`src/dim_pkg.sv`:
```
package dim_pkg;
    // control source selector codes
    localparam logic [2:0] SRC_SER_A = 3'h3;
    localparam logic [2:0] SRC_SER_B = 3'h4;
    localparam logic [2:0] SRC_PI_A = 3'h5;
    localparam logic [2:0] SRC_PI_B = 3'h6;
    // input function selector codes
    localparam logic [3:0] FN_TRIP_PRESET = 4'h3;
    localparam logic [3:0] FN_ANALOG = 4'h4;
    localparam logic [3:0] FN_TRIP_AIN = 4'h6;
    localparam logic [3:0] FN_TRIP_KEYPAD = 4'h7;
    localparam logic [3:0] FN_MAX_FB = 4'h9;
    // speed reference source codes
    localparam logic [2:0] REF_NONE = 3'h0;
    localparam logic [2:0] REF_MASTER = 3'h1;
    localparam logic [2:0] REF_PRESET1 = 3'h2;
    localparam logic [2:0] REF_AIN1 = 3'h3;
    localparam logic [2:0] REF_KEYPAD = 3'h4;
    localparam logic [2:0] REF_PI = 3'h5;
    // fault code of an external trip
    localparam logic [7:0] FAULT_EXT_TRIP = 8'h01;
    // hysteresis band, percent of full scale
    localparam int HYST_PCT = 5;
    localparam int LOG_DEPTH = 4;
    localparam logic [31:0] TIME_RESET = 32'h0;

    typedef struct packed {
        logic run_en;
        logic [2:0] ref_sel;
        logic ext_trip_en;
        logic fb_from_ain1;
        logic serial_cmds;
        logic auto_start;
    } dim_decode_t;

    typedef struct packed {
        logic [7:0] code;
        logic [31:0] stamp;
    } dim_log_entry_t;
endpackage : dim_pkg
```
`src/dim_input_mapper_fault_log.sv`:
```
`timescale 1ns/1ps
module dim_input_mapper_fault_log #(
    parameter int AIN_W = 10,
    parameter int TRACE_W = 16
) (
    input wire logic i_clk,
    input wire logic i_resetn,
    input wire logic [2:0] i_ctrl_source,
    input wire logic [3:0] i_input_func,
    input wire logic i_din1,
    input wire logic i_din2,
    input wire logic i_din3,
    input wire logic [AIN_W-1:0] i_ain1,
    input wire logic [AIN_W-1:0] i_ain2,
    input wire logic i_serial_run,
    input wire logic i_keypad_autostart,
    input wire logic [1:0] i_restart_mode_select,
    input wire logic i_fault_evt,
    input wire logic [7:0] i_fault_code,
    input wire logic i_fault_cause,
    input wire logic i_stop_key,
    input wire logic i_reenable,
    input wire logic i_dir_rev,
    input wire logic i_jog,
    input wire logic [TRACE_W-1:0] i_trace,
    output logic o_motor_en,
    output logic [2:0] o_ref_sel,
    output logic o_fb_from_ain1,
    output logic [AIN_W-1:0] o_feedback,
    output logic o_fault,
    output logic [7:0] o_display_code,
    output logic o_led_stop,
    output logic o_led_fwd,
    output logic o_led_rev,
    output logic o_led_jog,
    output logic o_ready,
    output logic o_restart_pulse,
    output dim_pkg::dim_log_entry_t o_recent_fault_log [dim_pkg::LOG_DEPTH],
    output logic [TRACE_W-1:0] o_trace_log [dim_pkg::LOG_DEPTH]
);

    // band width in counts of full scale
    localparam logic [AIN_W-1:0] HYST_CNT =
        AIN_W'((((1 << AIN_W) - 1) * dim_pkg::HYST_PCT) / 100);

    // a beats b by more than the band; spare bit keeps the sum from wrapping
    function automatic logic beats_by_band(input logic [AIN_W-1:0] a,
        input logic [AIN_W-1:0] b);
        return {1'b0, a} > ({1'b0, b} + {1'b0, HYST_CNT});
    endfunction : beats_by_band

    // function selects the trip-enabled group (3,6,7)
    function automatic logic is_trip_fn(input logic [3:0] fn);
        return fn == dim_pkg::FN_TRIP_PRESET || fn == dim_pkg::FN_TRIP_AIN ||
            fn == dim_pkg::FN_TRIP_KEYPAD;
    endfunction : is_trip_fn

    typedef enum logic [2:0] {
        ST_IDLE = 3'b001,
        ST_RUN = 3'b010,
        ST_FAULT = 3'b100
    } dim_state_t;

    dim_pkg::dim_decode_t dec;
    dim_state_t state_q, state_d;
    logic fault_q, fault_d;
    logic [7:0] disp_q, disp_d;
    logic restart_q, restart_d;
    logic hold_q, hold_d;
    logic fb_sel_q, fb_sel_d;
    logic [AIN_W-1:0] fb_q, fb_d;
    logic [31:0] time_q, time_d;
    dim_pkg::dim_log_entry_t log_q [dim_pkg::LOG_DEPTH];
    dim_pkg::dim_log_entry_t log_d [dim_pkg::LOG_DEPTH];
    logic [TRACE_W-1:0] trc_q [dim_pkg::LOG_DEPTH];
    logic [TRACE_W-1:0] trc_d [dim_pkg::LOG_DEPTH];
    logic ext_trip, fault_in, run_req, is_ser, is_pi;
    logic [7:0] code_in;

    // terminal decoder, purely combinational from the selectors, inputs 1 and 2, serial run and keypad autostart
    always_comb
    begin
        is_ser = i_ctrl_source == dim_pkg::SRC_SER_A ||
            i_ctrl_source == dim_pkg::SRC_SER_B;
        is_pi = i_ctrl_source == dim_pkg::SRC_PI_A ||
            i_ctrl_source == dim_pkg::SRC_PI_B;
        dec = '0;
        if (is_ser)
        begin
            dec.run_en = i_din1 && i_serial_run;
            dec.ref_sel = dim_pkg::REF_MASTER;
            if (is_trip_fn(i_input_func))
            begin
                dec.ext_trip_en = 1'b1;
                if (i_din2)
                begin
                    if (i_input_func == dim_pkg::FN_TRIP_PRESET)
                        dec.ref_sel = dim_pkg::REF_PRESET1;
                    else if (i_input_func == dim_pkg::FN_TRIP_AIN)
                        dec.ref_sel = dim_pkg::REF_AIN1;
                    else
                        dec.ref_sel = dim_pkg::REF_KEYPAD;
                end
            end
            dec.serial_cmds = dec.ref_sel == dim_pkg::REF_MASTER;
            if (dec.ref_sel == dim_pkg::REF_KEYPAD)
            begin
                dec.auto_start = i_keypad_autostart;
                dec.run_en = i_din1 && i_keypad_autostart;
            end
        end
        else if (is_pi)
        begin
            dec.run_en = i_din1;
            if (!i_din2)
                dec.ref_sel = dim_pkg::REF_PI;
            else if (i_input_func == dim_pkg::FN_ANALOG)
                dec.ref_sel = dim_pkg::REF_AIN1;
            else
                dec.ref_sel = dim_pkg::REF_PRESET1;
            dec.ext_trip_en = is_trip_fn(i_input_func);
            dec.fb_from_ain1 = is_trip_fn(i_input_func);
        end
    end

    // trip only from input 3 and only when assigned
    assign ext_trip = dec.ext_trip_en && !i_din3;
    assign fault_in = i_fault_evt || ext_trip;
    assign code_in = i_fault_evt ? i_fault_code : dim_pkg::FAULT_EXT_TRIP;
    assign run_req = dec.run_en;

    // feedback pick: ain1 for PI trip functions, else ain2; max of the two with hysteresis only for the PI max function
    always_comb
    begin
        fb_sel_d = dec.fb_from_ain1;
        if (is_pi && i_input_func == dim_pkg::FN_MAX_FB)
        begin
            fb_sel_d = fb_sel_q;
            if (!fb_sel_q && beats_by_band(i_ain1, i_ain2))
                fb_sel_d = 1'b1;
            else if (fb_sel_q && beats_by_band(i_ain2, i_ain1))
                fb_sel_d = 1'b0;
        end
        fb_d = fb_sel_d ? i_ain1 : i_ain2;
    end

    always_ff @(posedge i_clk or negedge i_resetn)
    begin
        if (!i_resetn)
        begin
            fb_sel_q <= 1'b0;
            fb_q <= '0;
        end
        else
        begin
            fb_sel_q <= fb_sel_d;
            fb_q <= fb_d;
        end
    end

    // fault state machine and recent-fault log
    always_comb
    begin
        state_d = state_q;
        fault_d = fault_q;
        disp_d = disp_q;
        restart_d = 1'b0;
        time_d = time_q + 32'h1;
        log_d = log_q;
        trc_d = trc_q;
        // a held stop lasts until the run request drops
        hold_d = hold_q && run_req;
        case (state_q)
            ST_IDLE:
                if (run_req && !hold_q)
                    state_d = ST_RUN;
            ST_RUN:
                if (!run_req)
                    state_d = ST_IDLE;
            ST_FAULT:
                // clear refused while cause persists
                if ((i_stop_key || i_reenable) && !i_fault_cause &&
                    !fault_in)
                begin
                    fault_d = 1'b0;
                    disp_d = 8'h00;
                    // mode 0: stay stopped; others restart if asked
                    if (i_restart_mode_select != 2'h0 && run_req)
                    begin
                        state_d = ST_RUN;
                        restart_d = 1'b1;
                    end
                    else
                    begin
                        state_d = ST_IDLE;
                        hold_d = i_restart_mode_select == 2'h0;
                    end
                end
            default:
                state_d = ST_IDLE;
        endcase
        // new fault wins over a start or stop in the same cycle
        if (fault_in && !fault_q)
        begin
            state_d = ST_FAULT;
            fault_d = 1'b1;
            disp_d = code_in;
            restart_d = 1'b0;
            log_d[0].code = code_in;
            log_d[0].stamp = time_q;
            trc_d[0] = i_trace;
            for (int i = 1; i < dim_pkg::LOG_DEPTH; i++)
            begin
                log_d[i] = log_q[i-1];
                trc_d[i] = trc_q[i-1];
            end
        end
    end

    always_ff @(posedge i_clk or negedge i_resetn)
    begin
        if (!i_resetn)
        begin
            state_q <= ST_IDLE;
            fault_q <= 1'b0;
            disp_q <= 8'h00;
            restart_q <= 1'b0;
            hold_q <= 1'b0;
            time_q <= dim_pkg::TIME_RESET;
            for (int i = 0; i < dim_pkg::LOG_DEPTH; i++)
            begin
                log_q[i] <= '0;
                trc_q[i] <= '0;
            end
        end
        else
        begin
            state_q <= state_d;
            fault_q <= fault_d;
            disp_q <= disp_d;
            restart_q <= restart_d;
            hold_q <= hold_d;
            time_q <= time_d;
            log_q <= log_d;
            trc_q <= trc_d;
        end
    end

    // outputs: power only while running, coast on fault
    assign o_motor_en = state_q == ST_RUN;
    assign o_ref_sel = dec.ref_sel;
    assign o_fb_from_ain1 = fb_sel_q;
    assign o_feedback = fb_q;
    assign o_fault = fault_q;
    assign o_display_code = disp_q;
    assign o_led_stop = state_q != ST_RUN;
    assign o_led_fwd = state_q == ST_RUN && !i_dir_rev && !i_jog;
    assign o_led_rev = state_q == ST_RUN && i_dir_rev && !i_jog;
    assign o_led_jog = state_q == ST_RUN && i_jog;
    assign o_ready = state_q == ST_IDLE;
    assign o_restart_pulse = restart_q;
    assign o_recent_fault_log = log_q;
    assign o_trace_log = trc_q;

    chk_fault_cuts_power: assert property (@(posedge i_clk)
        disable iff (!i_resetn) (fault_in && !fault_q) |=> !o_motor_en)
        else $error("motor power not removed on fault");
    chk_no_clear_cause: assert property (@(posedge i_clk)
        disable iff (!i_resetn) (fault_q && i_fault_cause) |=> fault_q)
        else $error("fault cleared while cause present");
    chk_log_newest: assert property (@(posedge i_clk)
        disable iff (!i_resetn)
        (fault_in && !fault_q) |=> log_q[0].code == $past(code_in)
        && log_q[1] == $past(log_q[0]))
        else $error("recent fault log not shifted");
    chk_display_code: assert property (@(posedge i_clk)
        disable iff (!i_resetn)
        (fault_in && !fault_q) |=> o_display_code == $past(code_in))
        else $error("fault code not displayed");
    chk_trip_din3: assert property (@(posedge i_clk)
        disable iff (!i_resetn)
        (!is_trip_fn(i_input_func) && !i_fault_evt && !fault_q)
        |=> !fault_q)
        else $error("trip raised without assigned input");
    chk_serial_din1: assert property (@(posedge i_clk)
        disable iff (!i_resetn) (is_ser && !i_din1) |-> !dec.run_en)
        else $error("serial run without input 1");
    chk_pi_feedback: assert property (@(posedge i_clk)
        disable iff (!i_resetn)
        (is_pi && i_input_func == 4'h0) |=> o_feedback == $past(i_ain2))
        else $error("PI feedback not from analog 2");
    chk_idle_stop: assert property (@(posedge i_clk)
        disable iff (!i_resetn)
        (!fault_q && !o_motor_en) |-> o_led_stop && !o_led_fwd && o_ready)
        else $error("idle indication wrong");
    chk_hold_stopped: assert property (@(posedge i_clk)
        disable iff (!i_resetn) (hold_q && state_q == ST_IDLE) |=> !o_motor_en)
        else $error("restarted although restart mode holds stop");
endmodule : dim_input_mapper_fault_log

```
`config.mk`:
```
export PLATFORM = sky130hd
export DESIGN_NAME = dim_input_mapper_fault_log
export DESIGN_NICKNAME = d
export VERILOG_FILES = /design/src/dim_pkg.sv /design/src/dim_input_mapper_fault_log.sv
export SDC_FILE = /design/constraint.sdc
export NUM_CORES = 1
export LEC_CHECK = 0
export ABC_AREA = 1
export BUFFER_PORTS_ARGS = -buffer_cell sky130_fd_sc_hd__buf_2
export CAP_MARGIN = 20
export CORE_ASPECT_RATIO = 0.7
export CORE_MARGIN = 1.5
export CORE_UTILIZATION = 35
export DETAILED_ROUTE_END_ITERATION = 8
export PLACE_DENSITY = 0.65
export SLEW_MARGIN = 0
export SYNTH_ARGS = -nofsm -noshare
export SYNTH_HDL_FRONTEND = slang
export SYNTH_SLANG_ARGS = --single-unit
```
`constraint.sdc`:
```
create_clock -name i_clk -period 5 [get_ports i_clk]
set_input_delay 1 -clock i_clk [delete_from_list [all_inputs] [get_ports i_clk]]
set_output_delay 1 -clock i_clk [all_outputs]
set_load 0.02 [all_outputs]
```
* Yosys cells after proc, flatten, opt, wreduce, memory -nomap -nowiden
Cells that the tools add are included.
** Word-level totals
- Register bits :: 281
- Input bits :: 66
- Logic and storage cells :: 114
- Output and inout bits :: 254
** Operators by class
- Mux-type cells :: 35
- Reduce and logical (&&, ||, !) cells :: 37
- Order comparisons :: 2
- Equal/unequal tests :: 17
- Add/subtract/negate cells :: 3
** Operators by type and width (count)
- adder 32 x 1 -> 32 bit (second input constant) :: 1
- two-way mux 8 bit :: 4
- two-way mux 3 bit :: 8
- adder 10 x 6 -> 11 bit (second input constant) :: 2
- greater-than comparator 10 x 11 -> 1 bit :: 2
- logical AND 1 bit :: 17
- two-way mux 1 bit :: 16
- equality test 3 bit (second input constant) :: 5
- equality test 4 x 3 -> 1 bit (second input constant) :: 3
- two-way mux 10 bit :: 1
- case mux 3 bit (3 select lines) :: 1
- logical NOT 1 bit :: 8
- two-way mux 4 bit :: 2
- equality test 3 x 2 -> 1 bit (second input constant) :: 2
- logical OR 1 bit :: 6
- two-way mux 6 bit :: 1
- != test 3 x 2 -> 1 bit (second input constant) :: 2
- nonzero test 2 bit :: 3
- two-way mux 5 bit :: 1
- equality test 4 x 2 -> 1 bit (second input constant) :: 1
- equality test 4 bit (second input constant) :: 1
- equality test 3 x 1 -> 1 bit (second input constant) :: 1
- != test 3 x 1 -> 1 bit (second input constant) :: 1
- != test 3 bit (second input constant) :: 1
- other kinds (4) :: 4

* Longest topological paths before layout
Gate-level depths: netlist of the first run.
- Word-level depth :: 16
- Gate-level depth with buffers :: 20

* Worst setup path before layout of the first run
No wires, ideal clock.
- Kind :: in2reg
- Start :: input port i_ain2[0]
- End :: register fb_q[0] (netlist: o_feedback[0])
- Data required time :: 4934 ps
- Cell stages on the path :: 18
- Arrival time :: 2929 ps
- Setup slack :: 2006 ps
- Path through :: o21a_1 > nand2_1 > nand2_1 > o21ai_0 > nor2_1 > xnor2_1 > ha_1 > nand2_1 > nor2_1 > nand2_1 > o21bai_1 > nor2_1 > a21oi_1 > nand2_1 > nand2_1 > buf_2 > nand2_1 > nand2_1
** On the way
- Word-level cells in the longest chain between the ends :: 6
** Ends and longest elaborated chain
- start: declaration :: line dim_input_mapper_fault_log.sv:14 : input wire logic [AIN_W-1:0] i_ain2,
- adder 10 x 6 -> 11 bit / greater-than comparator 10 x 11 -> 1 bit (equally long branches) :: line dim_input_mapper_fault_log.sv:49 : return {1'b0, a} > ({1'b0, b} + {1'b0, HYST_CNT});
- greater-than comparator 10 x 11 -> 1 bit / logical AND 1 bit (equally long branches) :: line dim_input_mapper_fault_log.sv:49, dim_input_mapper_fault_log.sv:141
- logical AND 1 bit / two-way mux 1 bit (equally long branches) :: line dim_input_mapper_fault_log.sv:139, dim_input_mapper_fault_log.sv:141
- two-way mux 1 bit :: line dim_input_mapper_fault_log.sv:139 : if (!fb_sel_q && beats_by_band(i_ain1, i_ain2))
- two-way mux 1 bit :: line dim_input_mapper_fault_log.sv:136 : if (is_pi && i_input_func == dim_pkg::FN_MAX_FB)
- two-way mux 10 bit (*) :: line dim_input_mapper_fault_log.sv:144 : fb_d = fb_sel_d ? i_ain1 : i_ain2;
- named net fb_d[0] :: line dim_input_mapper_fault_log.sv:71 : logic [AIN_W-1:0] fb_q, fb_d;
- end signal: assignment :: line dim_input_mapper_fault_log.sv:152 : fb_q <= '0;
- end signal: assignment :: line dim_input_mapper_fault_log.sv:157 : fb_q <= fb_d;
- end: declaration :: line dim_input_mapper_fault_log.sv:71
Mark *: on every way through the listed nets, which the timed path passes. The rest lies on a longest branch.
A chain may end at the register's enable or synchronous reset.

* Worst setup path in the final report of the first run
- Start :: input port i_ain1[1]
- End :: register fb_q[9] (netlist: o_feedback[9])
** On the way
- Word-level cells in the longest chain between the ends :: 7
** Ends and longest elaborated chain
- start: declaration :: line dim_input_mapper_fault_log.sv:13 : input wire logic [AIN_W-1:0] i_ain1,
- adder 10 x 6 -> 11 bit :: line dim_input_mapper_fault_log.sv:49
- greater-than comparator 10 x 11 -> 1 bit :: line dim_input_mapper_fault_log.sv:49
- logical AND 1 bit :: line dim_input_mapper_fault_log.sv:141 : else if (fb_sel_q && beats_by_band(i_ain2, i_ain1))
- two-way mux 1 bit :: line dim_input_mapper_fault_log.sv:141
- two-way mux 1 bit (*) :: line dim_input_mapper_fault_log.sv:139
- two-way mux 1 bit (*) :: line dim_input_mapper_fault_log.sv:136
- two-way mux 10 bit (*) :: line dim_input_mapper_fault_log.sv:144
- named net fb_d[9] :: line dim_input_mapper_fault_log.sv:71
Marked as above.

==> impl_metrics.toml, run 1 <==
[finish]
nNetsFinal = 1711
diodes = 0
drive_gt1_share_pct = 23.7
area_growth_pct = 25.0
final_common_cell = "nand2_1"
finalCoreUtilization_pct = 44.4
final_cell_mix = "nand2_1 (411), buf_2 (318), dfrtp_1 (280)"

[timing]
max_clock_freq_mhz = 303
hold_viol_final = 0
rsz0062_at_grt = "no"
min_period_ns = 3.30
clock-skew-final_ns = 0.0131
slew-limit-headroom_pct = 32.2
finalSetupViolCount = 0
slew_violations = 0
worst_pin_slew_ns = 1.02
finalSetupTns_ns = 0
finalCritPeriodShare_pct = 65.9

[pwr]
powerDensity_nw_per_um2 = 327
ir_worst_vdd_v = 0.000227
cellLeakagePower_nw = 8.03

[clock_network]
hold_buffers = 0
clock-root-buffer = "clkbuf_16"
tritoncts = "done"
clkSlewWorstSetupHoldPaths_ns = 0.07
cts_setup_buffers = 0
clkLatencyLatePin_ns = 0.56
htreeDepth = 1
cts_resized = 0
cts-buffers-inserted = 29
cts.path.max_buffers = 3
cts_sinks = 281

[worst_setup_path]
critPathLaunchType = "input port"
worstSetupPathType = "in2reg"
arrival_ns = 3.74
required_ns = 5.45
r2r-start = "o_fault"
end_kind = "register"
crit_fanout = 11
r2r_setup_slack_ns = 2.66
startpoint = "i_ain1[1]"

[floorplanning]
start_util_pct = 35.5
dieArea_um2 = 35100
die_x_um = 223
io_pins = 320
die_h_um = 157
core_um2 = 33500
row_count = 56

[detailed_routing]
dr.pass1.iters = 5
wl_per_cell_um = 15.7
drc_errors = 0
vias = 9612
wl_mm = 32.7
via_per_inst = 4.62
postRouteAntennaNets = 0
drt_iter0_drc = 545

[placed_design]
dpl.hpwl_mm = 23.1
gp_congestion = 0.850
port_buffers = 319

[global_routing]
grt_pass1_wl_mm = 51.2
antenna_found_initial = 0
grt_pass1_vias = 9118
grt_usage_pct = 18.3
grt_max_degree = 126
grt_overflow = 0

[synth]
seq_area_frac_synth_pct = 59.1
yosys_register_bits = 281
yosysWarnings = 0
syn_area_um2 = 11900
synthDistinctLibCells = 34
avgSynthCellArea_um2 = 9.02
synthCells = 1318
synthesis.nets = 1406

[status]
status = "finished, final reports clean"

[flow_run]
drv_cap = 0

[worst_hold_path]
hp-start = "time_q[30]"
worstHoldPathType = "reg2reg"
## critical path, stage by stage
cell and delay, ns:
buf_2 0.13, o21ai_0 0.28, inv_1 0.07, nand2_1 0.06
nand2_1 0.07, o21ai_0 0.29, nor3_1 0.10, xnor2_1 0.14
ha_1 0.31, nand2_1 0.06, nor3_1 0.21, a21oi_1 0.06
nand2_1 0.07, nand2_1 0.05, nand2_1 0.29, nand2_1 0.33
nand2_1 0.16, nand2_1 0.06
## cells by family after synthesis
| family | share of synthesized area, % |
|---|---|
| and+or+nand+nor | 18.3 |
| DFF | 59.1 |
| AOI/OAI and AO/OA | 9.50 |
| buffers and inverters | 7.41 |
| xor gates and xnor gates | 3.39 |
| adders and majority gates | 2.31 |
## area by class of cell
cell class,count,area (um2)
Clock buffer,39,823
Clock inverter,15,165
Timing Repair Buffer,328,1690
Sequential cell,281,7030
Multi-Input combinational cell,819,3990
Tap cell,435,544
Inverter,164,621
Fill cell,3285,18600
## through the flow
step	std cells	area [um2]	setup slack, ns	power, mW	hold WS, ns
global route	2081	14900	1.39	5.06	0.492
global placement	2027	13900	1.33	2.64	0.457
finish	2081	14900	1.70	4.86	0.472
floorplan	1318	11900	2.01	2.50	0.442
detailed placement	2027	13900	1.19	2.65	0.460
CTS	2081	14900	1.79	4.94	0.477
## where the power goes
part           switching [mW]  total [mW]  leakage, nW  internal (mW)
combinational           0.205       0.304         4.08         0.0989
clock                   0.943        2.26        0.496           1.31
sequential            0.00711        2.30         3.46           2.29
## path summary, 6_finish.rpt
| check | end | cells past startpoint |
|---|---|---|
| setup / recovery | o_feedback[9] | 18 |
| hold reg to reg | time_q[30] | 1 |
| hold / removal | time_q[30] | 1 |
| setup reg to reg | o_trace_log[22] | 6 |
| max in group asynchronous | o_recent_fault_log[21] | 2 |
| min in group asynchronous | o_trace_log[43] | 1 |
## registers in the layout, summed over array words and instances (netlist names)
name,count
o_fb_from_ain1,1
time_q,32
o_display_code,8
o_fault,1
o_trace_log,64
state_q,3
o_recent_fault_log,160
o_feedback,10
hold_q,1
o_restart_pulse,1
## synthesized netlist by cell type, drive strengths merged
cell	number	area (um2)
o21ai	192	965
nor3	19	95.1
a21o	1	7.51
o211ai	1	7.51
nor4	5	31.3
nand3b	1	7.51
a211oi	1	7.51
inv	164	616
o21a	1	7.51
a21boi	1	7.51
nand4	14	103
dfstp	1	26.3
dfrtp	280	7010
o22ai	8	50.1
o21bai	2	15.0
a31oi	2	12.5
ha	22	275
nand3	40	200
nor2	39	174
buf	42	220
xor2	39	342
nand2	413	1560
xnor2	7	61.3
a21oi	10	50.1
and3	1	6.26
clkbuf	12	45.0
## routing by layer
metal  routed length [um]  track usage [%]  share of wire, %
met5                    0                0                 0
met4                 1120             6.63               3.4
met3                 1270             3.14               3.9
met2                14300             27.0                44
met1                16100             26.9                49
Note: power is estimated with default switching activity, not from simulation.
==> run 2, diff against run 1 <==
PLACE_DENSITY = 0.67   (was 0.65)
clock period = 2.75 ns   (was 5 ns; I/O delays follow)
==> run 2 against run 1 <==
Worst setup slack got worse by 1.4 ns. Sequential power up 82%. Via count up 1.8%. Register-to-register slack worse by 1.8 ns. Global-route usage about the same. Wire length rose by 0.81%. Sequential share of layout area fell by 0.96 points. Hold slack worse by 0.26 ns. Sequential cell count unchanged. Die area did not move. Utilization up 0.92 points. Critical path type unchanged.
==> impl_metrics.toml, run 2 (synthesis results as in run 1) <==
[floorplanning]
dieArea_um2 = 35100
die_h_um = 157
io_pins = 320
die_x_um = 223
core_um2 = 33500
start_util_pct = 35.5
row_count = 56

[pwr]
switching_power_mw = 2.04
intPower_mw = 6.73
p_clk_share_pct = 45.5
p_seq_share_pct = 47.7
swShare_pct = 23.2
cellLeakagePower_nw = 8.19
powerDensity_nw_per_um2 = 578
ir_worst_vdd_v = 0.000509
total_power_mw = 8.77
p_comb_share_pct = 6.8

[clock_network]
cts-buffers-inserted = 29
cts_resized = 0
htreeDepth = 1
cts_sinks = 281
clkLatencyLatePin_ns = 0.55
tritoncts = "done"
cts.path.max_buffers = 3
clock-root-buffer = "clkbuf_16"
clkSlewWorstSetupHoldPaths_ns = 0.06

[status]
status = "finished, final reports clean"

[timing]
worst_pin_slew_ns = 0.624
clock-skew-final_ns = 0.0106
finalSetupViolCount = 0
slew-limit-headroom_pct = 58.4
hold_viol_final = 0
max_clock_freq_mhz = 416
min_period_ns = 2.40
fin_ws_ns = 0.347
finalCritPeriodShare_pct = 87.4
rsz0062_at_grt = "no"
slew_violations = 0

[flow_run]
drv_cap = 0

[detailed_routing]
vias = 9781
wl_mm = 33.0
via_per_inst = 4.64
drt_iter0_drc = 739
dr.pass1.iters = 6
wl_per_cell_um = 15.7
postRouteAntennaNets = 0
drc_errors = 0

[worst_setup_path]
crit_top_cell = "nand2_1"
cp_top_family = "simple AND/OR/NAND/NOR gates"
end_kind = "register"
required_ns = 3.19
crit_buf_inv = 4
arrival_ns = 2.84
critPathLaunchType = "input port"
crit_fanout = 11
worstSetupPathType = "in2reg"
crit_slowest_cell = "ha_1"
crit_chain = "buf_2, inv_1, ha_1, inv_1, nand3_1, nand2_1, nand2_1, nor2_1, xor2_1, ha_1, a21o_1, a21oi_1, nand2_1, nand2_1, nand2_1, nand2_1, nand2_1, buf_12, nand2_1, nand2_1"
startpoint = "i_ain1[0]"
r2r-start = "time_q[0]"
critPathMaxStageDelay_ns = 0.28

[finish]
finalCoreUtilization_pct = 45.3
nFillCells = 3289
final_cell_mix = "nand2_1 (411), buf_2 (318), dfrtp_1 (280)"
final_common_cell = "nand2_1"
largest_reg_flops = 160
nNetsFinal = 1738
finalInstanceArea_um2 = 15200
drive_gt1_share_pct = 24.7
area_growth_pct = 27.6
diodes = 0

[global_routing]
grt_overflow = 0
grt_pass1_wl_mm = 51.2
grt_pass1_vias = 9298
grt_max_degree = 148
grt_usage_pct = 18.3
antenna_found_initial = 0

[worst_hold_path]
hp-start = "i_trace[12]"
worstHoldPathType = "in2reg"

[placed_design]
gp_congestion = 0.872
port_buffers = 319
dp_slack_ns = -0.175
placed_area_um2 = 14200
dpl.hpwl_mm = 23.6
-- run 2: changes by cell type in the layout (fill, tap and decap cells not counted), sizes merged --
cell | before | now
buf | 328 | 354
clkinv | 10 | 8
inv | 166 | 164
clkbuf | 39 | 40
clkinvlp | 0 | 1
dlygate4sd3 | 0 | 1
-- run 2: per-layer routing --
layer / part of all wire (%) / track usage, % / vias to the layer above
met5: 0 / 0 / -
met4: 3.7 / 7.27 / 0
met3: 4.7 / 3.86 / 72
met2: 45 / 27.0 / 234
met1: 47 / 26.1 / 4657
li1: - / - / 4818
-- run 2: timing repair --
action / in CTS / in global routing
buffers inserted: 0 / 0
endpoints found under the hold margin: 37 / 0
hold buffers: 1 / 0
-- run 2: metrics by stage --
stage / hold WS (ns) / setup TNS [ns] / std cells
2_1_floorplan: 0.254 / 0 / 1318
3_3_place_gp: 0.456 / -0.731 / 2053
3_5_place_dp: 0.460 / -1.73 / 2053
4_1_cts: 0.182 / 0 / 2106
5_1_grt: 0.194 / 0 / 2106
6_report: 0.208 / 0 / 2106
-- run 2: cell type report --
type / count / area, um2 / share of cell area (%)
flip-flops and latches: 281 / 7030 / 46.3
multi-input cells: 819 / 3990 / 26.3
repair buffers: 355 / 2030 / 13.4
well taps: 435 / 544 / 3.59
clock inverters: 12 / 138 / 0.907
clock buffers: 40 / 817 / 5.38
inverters: 164 / 621 / 4.09
-- run 2: worst paths after layout --
path	to	slack [ns]	depth (start not counted)
worst min register to register	time_q[16]	0.47	1
min in group asynchronous	o_trace_log[11]	0.56	2
worst max-delay path	o_feedback[7]	0.35	20
worst max register to register	time_q[28]	0.88	8
worst min-delay path	o_trace_log[60]	0.21	3
max in group asynchronous	state_q[0]	1.40	3
-- run 2: worst min-delay path: stages --
cell     delay, ns
buf_2         0.07
nand2_1       0.04
o21ai_0       0.06
-- run 2: power by group through the flow --
stage | clock network [mW] | logic (mW) | registers [mW]
after floorplan | 0 | 0.266 | 4.28
after global placement | 0 | 0.587 | 4.26
after detailed placement | 0 | 0.603 | 4.26
after CTS | 4.08 | 0.608 | 4.18
after global routing | 4.25 | 0.680 | 4.18
final | 3.99 | 0.600 | 4.18
